==> config.mk <==
export PLATFORM = sky130hd
export DESIGN_NAME = adcr_top
export DESIGN_NICKNAME = d
export VERILOG_FILES = /design/src/inc/adcr_pkg.sv /design/src/verilog/adcr_top.sv
export VERILOG_INCLUDE_DIRS = /design/src /design/src/inc
export SDC_FILE = /design/constraint.sdc
export NUM_CORES = 1
export LEC_CHECK = 0
export ABC_AREA = 1
export BUFFER_PORTS_ARGS = -buffer_cell sky130_fd_sc_hd__buf_4
export CORE_ASPECT_RATIO = 1.2
export CORE_MARGIN = 5
export CORE_UTILIZATION = 55
export DETAILED_ROUTE_END_ITERATION = 10
export PLACE_DENSITY = 0.81
export SLEW_MARGIN = 15
export SYNTH_ARGS = -nofsm -noshare
export SYNTH_HDL_FRONTEND = slang
export SYNTH_SLANG_ARGS = --single-unit
==> constraint.sdc <==
create_clock -name clock -period 2.7 [get_ports clock]
set_clock_uncertainty 0.15 [all_clocks]
set_input_delay 0.27 -clock clock [delete_from_list [all_inputs] [get_ports clock]]
set_output_delay 0.27 -clock clock [all_outputs]
set_load 0.1 [all_outputs]
==> src/inc/adcr_cfg.svh <==
// Purpose: Offsets, field positions, reset values and codes of the
//          converter control register block.
// Assumes: Eight-bit register port with a two-bit word address.
// Notes: Included by bare name.
`ifndef ADCR_CFG_SVH
`define ADCR_CFG_SVH

`define ADCR_OFS_CTRL0 2'h0
`define ADCR_OFS_CTRL1 2'h1
`define ADCR_OFS_RES_HI 2'h2
`define ADCR_OFS_RES_LO 2'h3

`define ADCR_C0_EN_BIT 0
`define ADCR_C0_GO_BIT 1
`define ADCR_C0_CH_LSB 2
`define ADCR_C0_CH_MSB 6
`define ADCR_C1_REF_LSB 0
`define ADCR_C1_REF_MSB 1
`define ADCR_C1_CLK_LSB 4
`define ADCR_C1_CLK_MSB 6
`define ADCR_C1_FMT_BIT 7

`define ADCR_CTRL0_RST 8'h00
`define ADCR_CTRL1_RST 8'h00
`define ADCR_ZERO_BYTE 8'h00

`define ADCR_CH_EXT_LO_LAST 5'h04
`define ADCR_CH_EXT_HI_FIRST 5'h08
`define ADCR_CH_EXT_HI_LAST 5'h0d
`define ADCR_CH_TEMP 5'h1d
`define ADCR_CH_FVR 5'h1f

`define ADCR_REF_VDD 2'h0
`define ADCR_REF_PIN 2'h2
`define ADCR_FMT_RIGHT 1'b1

`define ADCR_CLK_RC_LOW 2'h3
`define ADCR_CLK_DIV2 3'h0
`define ADCR_CLK_DIV4 3'h4
`define ADCR_CLK_DIV8 3'h1
`define ADCR_CLK_DIV16 3'h5
`define ADCR_CLK_DIV32 3'h2
`define ADCR_CLK_DIV64 3'h6
`define ADCR_LIM_DIV2 6'h01
`define ADCR_LIM_DIV4 6'h03
`define ADCR_LIM_DIV8 6'h07
`define ADCR_LIM_DIV16 6'h0f
`define ADCR_LIM_DIV32 6'h1f
`define ADCR_LIM_DIV64 6'h3f
`define ADCR_CNT_ZERO 6'h00
`define ADCR_CNT_ONE 6'h01

`define ADCR_MASK_LEFT_LO 8'hc0
`define ADCR_MASK_RIGHT_HI 8'h03
`define ADCR_FULL_BITS 4'ha

`endif

==> src/inc/adcr_pkg.sv <==
// Purpose: Types of the converter control register block.
// Assumes: Constants come from adcr_cfg.svh.
// Notes: Nothing here is imported; users write adcr_pkg::name.
package adcr_pkg;

  typedef enum logic [1:0] {
    adcr_idle,
    adcr_busy,
    adcr_stop
  } adcr_state_t;

  typedef struct packed {
    logic [4:0] channel_selector;
    logic converter_enable;
  } adcr_ctrl0_t;

  typedef struct packed {
    logic justify_select;
    logic [2:0] conv_clock_select;
    logic [1:0] pos_reference_select;
  } adcr_ctrl1_t;

  typedef struct packed {
    logic ext_connect;
    logic [3:0] ext_index;
    logic temp_connect;
    logic fvr_connect;
  } adcr_route_t;

  typedef struct packed {
    logic power;
    logic rc_clock;
    logic conv_tick;
    logic start;
    logic stop;
    logic ref_ext_pin;
    logic [1:0] ref_code;
  } adcr_eng_req_t;

endpackage : adcr_pkg

==> src/verilog/adcr_top.sv <==
// Purpose: Control and result registers of a 10-bit successive
//          approximation converter, facing software and the engine.
// Assumes: The engine runs off this clock and the tick given here.
// Notes: Result registers have no reset.
//        Start needs the converter enabled by an earlier write.
//        Completion wins over a clear arriving in the same cycle.
//        Reserved reference codes pass through on ref_code.
//        The divider runs only while enabled and not on the RC clock.
//
// The strobed register port and the placing of the registers were chosen for this implementation.
`timescale 1ns/10ps
`include "adcr_cfg.svh"

module adcr_top (
  // Clock and reset
  input wire logic clock,
  input wire logic sys_rst,
  // Software register port
  input wire logic [1:0] reg_addr,
  input wire logic [7:0] reg_wdata,
  input wire logic reg_wr,
  input wire logic reg_rd,
  output logic [7:0] reg_rdata,
  // Conversion engine side
  input wire logic eng_done,
  input wire logic [9:0] eng_result,
  input wire logic [3:0] eng_bits,
  // Analog routing and engine requests, all registered
  output adcr_pkg::adcr_route_t route,
  output adcr_pkg::adcr_eng_req_t eng_req,
  output logic conversion_done_flag
);

  // Sequencer and control storage
  adcr_pkg::adcr_state_t state;
  adcr_pkg::adcr_state_t next_state;
  adcr_pkg::adcr_ctrl0_t ctrl0;
  adcr_pkg::adcr_ctrl0_t next_ctrl0;
  adcr_pkg::adcr_ctrl1_t ctrl1;
  adcr_pkg::adcr_ctrl1_t next_ctrl1;

  // Registered outputs and their next values
  adcr_pkg::adcr_route_t next_route;
  adcr_pkg::adcr_eng_req_t next_eng_req;
  logic [7:0] next_reg_rdata;
  logic next_conversion_done_flag;

  // Result storage, kept through reset
  logic [7:0] result_high;
  logic [7:0] next_result_high;
  logic [7:0] result_low;
  logic [7:0] next_result_low;

  // Conversion clock divider
  logic [5:0] div_cnt;
  logic [5:0] next_div_cnt;
  logic [5:0] div_lim;
  logic div_tick;

  // Register write decode
  logic wr_ctrl0;
  logic wr_ctrl1;
  logic wr_res_hi;
  logic wr_res_lo;

  // Start, stop and result loading
  logic go_req;
  logic go_clear;
  logic load;
  logic [9:0] load_val;
  logic start_evt;
  logic stop_evt;

  // Channel class and clock source decode
  logic ch_ext_lo;
  logic ch_ext_hi;
  logic rc_sel;

  // Fill bits not yet converted with the last bit converted;
  // bits counts converted bits from the top, zero gives all zero
  // and ten or more passes the raw result through
  function automatic logic [9:0] adcr_fill(
    input logic [9:0] raw,
    input logic [3:0] bits
  );
    logic [9:0] f;
    logic last;
    f = raw;
    last = 1'b0;
    for (int i = 9; i >= 0; i--) begin
      if ((10 - i) <= int'(bits)) begin
        last = raw[i];
      end else begin
        f[i] = last;
      end
    end
    return f;
  endfunction : adcr_fill

  // Decode of software writes
  always_comb begin
    wr_ctrl0 = reg_wr && (reg_addr == `ADCR_OFS_CTRL0);
    wr_ctrl1 = reg_wr && (reg_addr == `ADCR_OFS_CTRL1);
    wr_res_hi = reg_wr && (reg_addr == `ADCR_OFS_RES_HI);
    wr_res_lo = reg_wr && (reg_addr == `ADCR_OFS_RES_LO);
    // Start only honoured on an already enabled converter
    go_req = wr_ctrl0 && reg_wdata[`ADCR_C0_GO_BIT] &&
      ctrl0.converter_enable;
    // Dropping the enable counts as a clear of the go bit
    go_clear = wr_ctrl0 && (!reg_wdata[`ADCR_C0_GO_BIT] ||
      !reg_wdata[`ADCR_C0_EN_BIT]);
  end

  // Control registers; unimplemented bits are simply not stored,
  // so they read back as zero whatever software writes there.
  // The go bit is not stored either: it is the sequencer's state.
  always_comb begin
    next_ctrl0 = ctrl0;
    next_ctrl1 = ctrl1;
    if (wr_ctrl0) begin
      // Bit 7 is not stored
      next_ctrl0.channel_selector =
        reg_wdata[`ADCR_C0_CH_MSB:`ADCR_C0_CH_LSB];
      next_ctrl0.converter_enable = reg_wdata[`ADCR_C0_EN_BIT];
    end
    if (wr_ctrl1) begin
      // Bits 3..2 are not stored
      next_ctrl1.justify_select = reg_wdata[`ADCR_C1_FMT_BIT];
      next_ctrl1.conv_clock_select =
        reg_wdata[`ADCR_C1_CLK_MSB:`ADCR_C1_CLK_LSB];
      next_ctrl1.pos_reference_select =
        reg_wdata[`ADCR_C1_REF_MSB:`ADCR_C1_REF_LSB];
    end
  end

  // Every reset clears the control bits
  always_ff @(posedge clock) begin
    if (sys_rst) begin
      ctrl0 <= adcr_pkg::adcr_ctrl0_t'(`ADCR_CTRL0_RST);
      ctrl1 <= adcr_pkg::adcr_ctrl1_t'(`ADCR_CTRL1_RST);
    end else begin
      ctrl0 <= next_ctrl0;
      ctrl1 <= next_ctrl1;
    end
  end

  // Conversion sequence; a stop waits for the engine's done so the
  // partial result is loaded, and the go bit reads zero from the
  // clear onwards
  always_comb begin
    next_state = state;
    load = 1'b0;
    next_conversion_done_flag = 1'b0;
    unique case (state)
      adcr_pkg::adcr_idle: begin
        // A start on a disabled converter was already filtered out
        if (go_req) begin
          next_state = adcr_pkg::adcr_busy;
        end
      end
      adcr_pkg::adcr_busy: begin
        if (eng_done) begin
          // Completion wins over a clear in the same cycle
          next_state = adcr_pkg::adcr_idle;
          load = 1'b1;
          next_conversion_done_flag = 1'b1;
        end else if (go_clear) begin
          next_state = adcr_pkg::adcr_stop;
        end
      end
      adcr_pkg::adcr_stop: begin
        // No done flag for a stopped conversion
        if (eng_done) begin
          next_state = adcr_pkg::adcr_idle;
          load = 1'b1;
        end
      end
    endcase
  end

  // Reset terminates any pending conversion
  always_ff @(posedge clock) begin
    if (sys_rst) begin
      state <= adcr_pkg::adcr_idle;
      conversion_done_flag <= 1'b0;
    end else begin
      state <= next_state;
      conversion_done_flag <= next_conversion_done_flag;
    end
  end

  // Engine event and channel class decode
  always_comb begin
    start_evt = (state == adcr_pkg::adcr_idle) &&
      (next_state == adcr_pkg::adcr_busy);
    stop_evt = (state == adcr_pkg::adcr_busy) &&
      (next_state == adcr_pkg::adcr_stop);
    ch_ext_lo = ctrl0.channel_selector <= `ADCR_CH_EXT_LO_LAST;
    ch_ext_hi = (ctrl0.channel_selector >= `ADCR_CH_EXT_HI_FIRST) &&
      (ctrl0.channel_selector <= `ADCR_CH_EXT_HI_LAST);
    // Codes 011 and 111 share the low bits, so only those are compared
    rc_sel = ctrl1.conv_clock_select[1:0] == `ADCR_CLK_RC_LOW;
  end

  // Result registers, no reset so contents survive it.
  // A software write to a result byte is masked by the format in
  // force at that time; a later format change does not rewrite it.
  always_comb begin
    next_result_high = result_high;
    next_result_low = result_low;
    load_val = adcr_fill(eng_result, eng_bits);
    if (ctrl1.justify_select == `ADCR_FMT_RIGHT) begin
      // Right format: high byte holds only result bits 9..8
      if (wr_res_hi) begin
        next_result_high = reg_wdata & `ADCR_MASK_RIGHT_HI;
      end
      if (wr_res_lo) begin
        next_result_low = reg_wdata;
      end
      if (load) begin
        next_result_high = {6'h00, load_val[9:8]};
        next_result_low = load_val[7:0];
      end
    end else begin
      // Left format: low byte holds only result bits 1..0
      if (wr_res_hi) begin
        next_result_high = reg_wdata;
      end
      if (wr_res_lo) begin
        next_result_low = reg_wdata & `ADCR_MASK_LEFT_LO;
      end
      if (load) begin
        next_result_high = load_val[9:2];
        next_result_low = {load_val[1:0], 6'h00};
      end
    end
  end

  always_ff @(posedge clock) begin
    result_high <= next_result_high;
    result_low <= next_result_low;
  end

  // Read port, data valid only in the cycle after the strobe.
  // The go bit is read from the sequencer, so it shows one exactly
  // while a conversion runs and not while a stop is pending.
  always_comb begin
    next_reg_rdata = `ADCR_ZERO_BYTE;
    if (reg_rd) begin
      unique case (reg_addr)
        `ADCR_OFS_CTRL0: begin
          next_reg_rdata = {1'b0, ctrl0.channel_selector,
            (state == adcr_pkg::adcr_busy),
            ctrl0.converter_enable};
        end
        `ADCR_OFS_CTRL1: begin
          next_reg_rdata = {ctrl1.justify_select,
            ctrl1.conv_clock_select, 2'h0,
            ctrl1.pos_reference_select};
        end
        `ADCR_OFS_RES_HI: begin
          next_reg_rdata = result_high;
        end
        `ADCR_OFS_RES_LO: begin
          next_reg_rdata = result_low;
        end
      endcase
    end
  end

  // Read data returns to zero when no read is pending
  always_ff @(posedge clock) begin
    if (sys_rst) begin
      reg_rdata <= `ADCR_ZERO_BYTE;
    end else begin
      reg_rdata <= next_reg_rdata;
    end
  end

  // Conversion clock divider; tick period equals the divisor, as
  // the count runs from zero up to the limit and then restarts.
  // Held at zero while disabled or on the RC clock, so no tick.
  always_comb begin
    unique case (ctrl1.conv_clock_select)
      `ADCR_CLK_DIV2: div_lim = `ADCR_LIM_DIV2;
      `ADCR_CLK_DIV4: div_lim = `ADCR_LIM_DIV4;
      `ADCR_CLK_DIV8: div_lim = `ADCR_LIM_DIV8;
      `ADCR_CLK_DIV16: div_lim = `ADCR_LIM_DIV16;
      `ADCR_CLK_DIV32: div_lim = `ADCR_LIM_DIV32;
      `ADCR_CLK_DIV64: div_lim = `ADCR_LIM_DIV64;
      default: div_lim = `ADCR_LIM_DIV2;
    endcase
    next_div_cnt = `ADCR_CNT_ZERO;
    div_tick = 1'b0;
    if (ctrl0.converter_enable && !rc_sel) begin
      if (div_cnt >= div_lim) begin
        div_tick = 1'b1;
      end else begin
        next_div_cnt = 6'(div_cnt + `ADCR_CNT_ONE);
      end
    end
  end

  // Divider count
  always_ff @(posedge clock) begin
    if (sys_rst) begin
      div_cnt <= `ADCR_CNT_ZERO;
    end else begin
      div_cnt <= next_div_cnt;
    end
  end

  // Channel routing and engine requests
  always_comb begin
    next_route = '0;
    // External index is the low four code bits of a routed channel
    if (ch_ext_lo || ch_ext_hi) begin
      next_route.ext_connect = 1'b1;
      next_route.ext_index = ctrl0.channel_selector[3:0];
    end
    next_route.temp_connect =
      (ctrl0.channel_selector == `ADCR_CH_TEMP);
    next_route.fvr_connect =
      (ctrl0.channel_selector == `ADCR_CH_FVR);
    next_eng_req.power = ctrl0.converter_enable;
    next_eng_req.rc_clock = ctrl0.converter_enable && rc_sel;
    next_eng_req.conv_tick = div_tick;
    next_eng_req.start = start_evt;
    next_eng_req.stop = stop_evt;
    next_eng_req.ref_ext_pin =
      (ctrl1.pos_reference_select == `ADCR_REF_PIN);
    next_eng_req.ref_code = ctrl1.pos_reference_select;
  end

  // All engine-facing outputs come straight from flip-flops
  always_ff @(posedge clock) begin
    if (sys_rst) begin
      route <= '0;
      eng_req <= '0;
    end else begin
      route <= next_route;
      eng_req <= next_eng_req;
    end
  end

endmodule : adcr_top

; ---- Yosys cells after proc, flatten, opt, wreduce, memory -nomap -nowiden
; Index checks and enable logic that the tools add are counted.
[op_classes]
add_sub_neg = 1
order_cmp = 14
eq_ne = 16
muxes = 31
bitwise_logic = 4
n_reduce_logical = 27
[op_table]
columns = operator, count
row1 = 8-bit two-way mux, 10
row2 = 8-bit one-hot mux with 4 select lines, 1
row3 = 6-bit one-hot mux with 5 select lines, 1
row4 = "3-bit by 4-bit less-or-equal comparator with 1-bit output, first input constant", 4
row5 = 1-bit two-way mux, 13
row6 = "2-bit equality test, second input constant", 6
row7 = "4-bit less-or-equal comparator, first input constant", 3
row8 = 1-bit logical AND, 12
row9 = "5-bit equality test, second input constant", 2
row10 = 2-bit OR reduction, 5
row11 = "3-bit equality test, second input constant", 3
row12 = "2-bit by 4-bit less-or-equal comparator with 1-bit output, first input constant", 2
row13 = 2-bit two-way mux, 4
row14 = "6-bit by 1-bit adder with 6-bit output, second input constant", 1
row15 = "2-bit by 1-bit equality test with 1-bit output, second input constant", 3
row16 = 6-bit >= comparator, 1
row17 = 2-bit one-hot mux with 3 select lines, 1
row18 = "5-bit by 4-bit >= comparator with 1-bit output, second input constant", 1
row19 = "5-bit by 3-bit less-or-equal comparator with 1-bit output, second input constant", 1
row20 = "5-bit by 4-bit less-or-equal comparator with 1-bit output, second input constant", 1
row21 = 5-bit two-way mux, 1
row22 = "1-bit by 4-bit less-or-equal comparator with 1-bit output, first input constant", 1
row23 = 2-bit logical NOT, 2
row24 = 1-bit NOT, 4
row25 = 6 further kinds, 10
[word_totals]
reg_bits = 60
input_bits = 29
word_cells = 115

; ---- Depth between registers and ports, before layout
[depth]
depth_word = 13
mapped_depth = 14
ltp_nobuf = 14

; ---- Worst setup path before layout
; OpenSTA, ideal clock, no wires.
[synth_timing]
kind = reg2reg
startpoint = reg state[1]
endpoint = reg result_low[0], enable pin
t_arrival_ns = 1.439
required_time_ns = 2.193
path_slack_ns = 0.754
path_stages_with_launch = 6
path_buffers = 1
period_less_slack_ns = 1.946
path_cell_list = dfxtp_1 > inv_1 > ha_1 > nand2_1 > clkbuf_1 > o21ai_0
[synth_via]
elab_chain_cells = 4
[synth_rtl]
columns = element, line
row1 = start: declaration, adcr_top.sv:35  ; adcr_pkg::adcr_state_t state;
row2 = start signal: assignment, adcr_top.sv:184  ; state <= adcr_pkg::adcr_idle;
row3 = start signal: assignment, adcr_top.sv:187  ; state <= next_state;
row4 = 2-bit by 1-bit equality test with 1-bit output / 2-bit equality test (equally long branches), adcr_top.sv:154  ; unique case (state)
row5 = 2-bit OR reduction (no source line) (*), -
row6 = 1-bit two-way mux (*), -
row7 = 2-bit nonzero test (no source line) (*), -
row8 = end signal: assignment, adcr_top.sv:241  ; result_low <= next_result_low;
row9 = end: declaration, adcr_top.sv:51  ; logic [7:0] result_low;
; Every way passes the cells marked *; elsewhere a longest branch is shown, timed or not.
; A chain may end at the register's enable or synchronous reset.

; ---- Worst setup path after layout
[layout_timing]
startpoint = reg state[1]
endpoint = reg result_low[7], data pin
[layout_via]
elab_chain_cells = 5
[layout_rtl]
columns = element, line
row1 = 2-bit by 1-bit equality test with 1-bit output / 2-bit equality test (equally long branches), adcr_top.sv:154
row2 = 2-bit OR reduction (no source line) (*), -
row3 = 1-bit two-way mux (*), -
row4 = 8-bit two-way mux (on tied branches), "adcr_top.sv:232, adcr_top.sv:220"
row5 = 8-bit two-way mux (*), adcr_top.sv:212  ; if (ctrl1.justify_select == `ADCR_FMT_RIGHT) begin
row6 = named net next_result_low[7], adcr_top.sv:52  ; logic [7:0] next_result_low;
; Mark *: on every way through the listed nets, which the timed path passes. The rest lies on a longest branch.

==> reports/summary.txt <==
======================================================================================================
Status                                                                                       completed
Synth Cell Area                                                                               2760 µm²
Clock group share of total power                                                                 0.430
Worst-case reg-to-reg path depth                                                                     7
Maxcap violations                                                                                    0
Cell-internal power                                                                            1620 µW
Signed area change from the synthesized netlist to the final layout                              25.6%
Shortest period the worst path allows                                                          2.34 ns
Pwr Density                                                                                 617 nW/µm²
Max Freq                                                                                       427 MHz
Final hold viol count                                                                                0
CP Cell Sequence                                                                          inv_1, ha_1, nand2_1, clkinv_1, nand3_1, o21ai_0, o21bai_1
Clock transition at the register clock pins on the worst setup and hold paths after CTS        0.06 ns
Worst Hold Endpoint                                                                       conversion_done_flag
Total via count in the routed design                                                             2,382
Critical Path RT                                                                               2.63 ns
Warnings, synthesis                                                                                  0
Area share of xor/xnor cells in the synthesized design                                         0.00636
Clock tree from TritonCTS                                                                        built
First-pass iteration count of the detailed router                                                    4
Post-Route Setup TNS                                                                              0 ns
Synth Area per Inst                                                                           8.35 µm²
Post-detailed-route DRC marker count                                                                 0
Slowest cell on the critical path                                                         sky130_fd_sc_hd__dfxtp_1
Post-synthesis net count                                                                           373
Synthesized-area fraction occupied by ao, oa, aoi and oai cells                                  0.154
Min-Delay Path Depth                                                                                 3
Worst hold-check path type                                                                input pin to register
Number of fill cells in the layout                                                                 415
Area inside the core boundary                                                                 4900 µm²
Maximum clock insertion buffer count                                                                 2
Instance count of the mapped netlist                                                               330
Die area                                                                                      6530 µm²
Ant diodes                                                                                           0
Beginning of the worst hold path                                                              eng_done
Share of the clock period used by the worst path                                                 0.866
H-tree lvl count                                                                                     3
Clock insertion delay at the later pin of the skew report                                      0.34 ns
Proportion of synthesized chip area in sequential cells                                          0.494
Starting density of the core                                                                     0.562
Reg power frac                                                                                   0.452
Routed wire length                                                                             6.22 mm
Post-detailed-route via-to-cell ratio                                                             5.24
Routability-driven placement congestion ratio                                                    0.888
Area of placed instances                                                                      3210 µm²
Max IR drop VDD                                                                                 364 µV
Ratio of cells with drive above 1 in the final layout                                            0.203
Total overflow reported by the global router                                                         0
Simple logic cell fraction of the synthesized area                                               0.204
Root Buffer                                                                               sky130_fd_sc_hd__clkbuf_8
Row count                                                                                           28
Violation count after the first detailed-route iteration                                           177
Highest cell delay on the worst timing path                                                    0.40 ns
Setup repair after global routing missed its margin                                                 no
Synth Area in Adders                                                                            0.0636
Share of cell area taken by muxes after synthesis                                                    0
Combinational group share of total power                                                         0.118
Switching pwr                                                                                   514 µW
Slew of the pin with the lowest slew margin                                                   0.691 ns
Critical path startpoint category                                                             register
Total global routing track utilization                                                           0.206
Final instance area                                                                           3460 µm²
Count of unique library cells instantiated by Yosys                                                 27
Number of routed nets with antenna violations                                                        0
Synth Register Bits                                                                                 60
Chip width                                                                                     74.6 µm
Nature of the critical path endpoint                                                          register
Max_slew headroom                                                                                0.536
TritonCTS Sinks                                                                                     60
FF-to-FF Start                                                                                state[1]
Count of buffers from port buffering                                                                52
Inserted Clock Buffers                                                                               9
Initial antenna violation count                                                                      0
Leak                                                                                        0.00150 µW
First-pass GRT wire length                                                                     10.1 mm
Worst r2r dst                                                                             result_low[7]
Total of cells resized after clock tree synthesis                                                    0
Final Max Slew Viols                                                                                 0
Largest delay share family, worst path                                                    simple AND/OR/NAND/NOR gates
Chip Height                                                                                    87.5 µm
Buffer and inverter count on the worst path                                                          2
CP Class                                                                                  register to register
Dominant combinational cell family by area after synthesis                                simple AND/OR/NAND/NOR gates
Largest fanout of any net on the critical path                                                      13
Internal reg-to-reg setup slack                                                                0.36 ns
Pin count of the biggest net entering global routing                                                14
Switching Share                                                                                  0.241
Worst path arrival time                                                                        2.27 ns
Routed len/inst                                                                                13.7 µm
Total number of nets in the final design                                                           433
HPWL after detailed placement                                                                  4.87 mm
I/O pin count                                                                                       53
Setup-violating endpoint count in the final report                                                   0
Number of global-route vias before repair                                                        2,267
======================================================================================================
## worst max path at each step
stage                     cells after the start  slack [ns]             to      from
after floorplan                               5        0.75  result_low[0]  state[1]
after global placement                        7        0.55  result_low[7]  state[1]
after detailed placement                      7        0.43  result_low[7]  state[1]
after CTS                                     7        0.39  result_low[7]  state[1]
after global routing                          7        0.16  result_low[7]  state[1]
final                                         7        0.36  result_low[7]  state[1]
## layout make-up
cell class / instances / area, µm² / share of cell area
clock inverter: 2 / 35.0 / 0.0101
clock buffer: 14 / 205 / 0.0593
sequential: 60 / 1360 / 0.393
tap: 60 / 75.1 / 0.0217
multi-input combinational: 213 / 1180 / 0.341
timing repair buffer: 54 / 408 / 0.118
inverter: 52 / 195 / 0.0564
## flip-flops by register name, summed over array words and instances (netlist names)
signal / count
route: 7
reg_rdata: 8
eng_req: 8
div_cnt: 6
result_high: 8
ctrl1: 6
conversion_done_flag: 1
state: 2
ctrl0: 6
result_low: 8
## kinds of logic (layout without fill, tap and decap cells)
kind of cell,count (synthesis),in the layout
AOI/OAI and AO/OA,75,75
adders and majority gates,14,14
and+or+nand+nor,122,122
xor gates and xnor gates,2,2
DFF,60,60
buffers and inverters,57,122
## worst register-to-register path: stages, from the launching register on
cell,delay (ns)
sky130_fd_sc_hd__dfxtp_1,0.40
sky130_fd_sc_hd__inv_1,0.09
sky130_fd_sc_hd__ha_1,0.30
sky130_fd_sc_hd__nand2_1,0.35
sky130_fd_sc_hd__clkinv_1,0.33
sky130_fd_sc_hd__nand3_1,0.19
sky130_fd_sc_hd__o21ai_0,0.09
sky130_fd_sc_hd__o21bai_1,0.17
## metrics by stage
stage / worst slack (ns) / utilization / power, µW / hold slack (ns) / cells
floorplan: 0.754 / - / 1150 / 0.192 / 330
global placement: 0.552 / 0.654 / 1230 / 0.247 / 438
detailed placement: 0.432 / 0.654 / 1230 / 0.246 / 438
CTS: 0.393 / 0.705 / 2150 / 0.00437 / 455
global route: 0.162 / 0.705 / 2220 / 0.00358 / 455
finish: 0.361 / 0.705 / 2130 / 0.0199 / 455
## layer usage
layer / GRT usage / vias up / share of wire
met4: 0.0680 / 0 / 0.017
li1: - / 1221 / -
met5: 0 / - / 0
met2: 0.365 / 60 / 0.52
met3: 0.0666 / 12 / 0.057
met1: 0.229 / 1089 / 0.41
## cell usage in the layout (no fill, tap or decap), types with 2 or more instances in the layout
cell                        count
sky130_fd_sc_hd__nand3_2        6
sky130_fd_sc_hd__buf_4         53
sky130_fd_sc_hd__clkbuf_16      2
sky130_fd_sc_hd__a221oi_1       6
sky130_fd_sc_hd__nor4_1         2
sky130_fd_sc_hd__o21bai_1       3
sky130_fd_sc_hd__nand3_1       13
sky130_fd_sc_hd__nor2_1        29
sky130_fd_sc_hd__dfxtp_1       44
sky130_fd_sc_hd__a31oi_1        2
sky130_fd_sc_hd__nor2_4         2
sky130_fd_sc_hd__or2_2          2
sky130_fd_sc_hd__nor3_1         3
sky130_fd_sc_hd__a21oi_1       32
sky130_fd_sc_hd__clkinv_1       2
sky130_fd_sc_hd__nand4_1        3
sky130_fd_sc_hd__clkbuf_8      11
sky130_fd_sc_hd__nand2_1       58
sky130_fd_sc_hd__o21ai_0       26
sky130_fd_sc_hd__nor3b_1        2
sky130_fd_sc_hd__edfxtp_1      16
sky130_fd_sc_hd__o211ai_1       4
sky130_fd_sc_hd__ha_1          14
sky130_fd_sc_hd__inv_1         50
## power groups by stage
stage	registers (µW)	logic, µW	clock network, µW
after floorplan	1040	103	0
after global placement	983	245	0
after detailed placement	983	249	0
after CTS	963	251	930
after global routing	966	274	976
final	964	252	918
## cell usage after synthesis (all sizes together)
| cell type | count | share of area |
|---|---|---|
| nand4 | 3 | 0.0068 |
| nand3 | 19 | 0.045 |
| ha | 14 | 0.064 |
| edfxtp | 16 | 0.17 |
| a221oi | 6 | 0.019 |
| a21oi | 32 | 0.058 |
| nor4 | 2 | 0.0045 |
| clkbuf | 5 | 0.0068 |
| nand2 | 58 | 0.079 |
| clkinv | 2 | 0.0027 |
| dfxtp | 44 | 0.32 |
| or2 | 4 | 0.010 |
| xor2 | 1 | 0.0032 |
| nor2 | 31 | 0.048 |
| o211ai | 4 | 0.011 |
| a31oi | 2 | 0.0045 |
| nor3b | 2 | 0.0054 |
| nor3 | 3 | 0.0054 |
| inv | 50 | 0.068 |
| o21ai | 27 | 0.049 |
| xnor2 | 1 | 0.0032 |
| o21bai | 3 | 0.0082 |
| o221a | 1 | 0.0041 |
## timing repair
action | 4_1_cts | 5_1_grt
hold buffers | 1 | 0
buffers inserted | 0 | 0
hold endpoints to repair | 4 | 0
(Power assumes the default switching activity.)
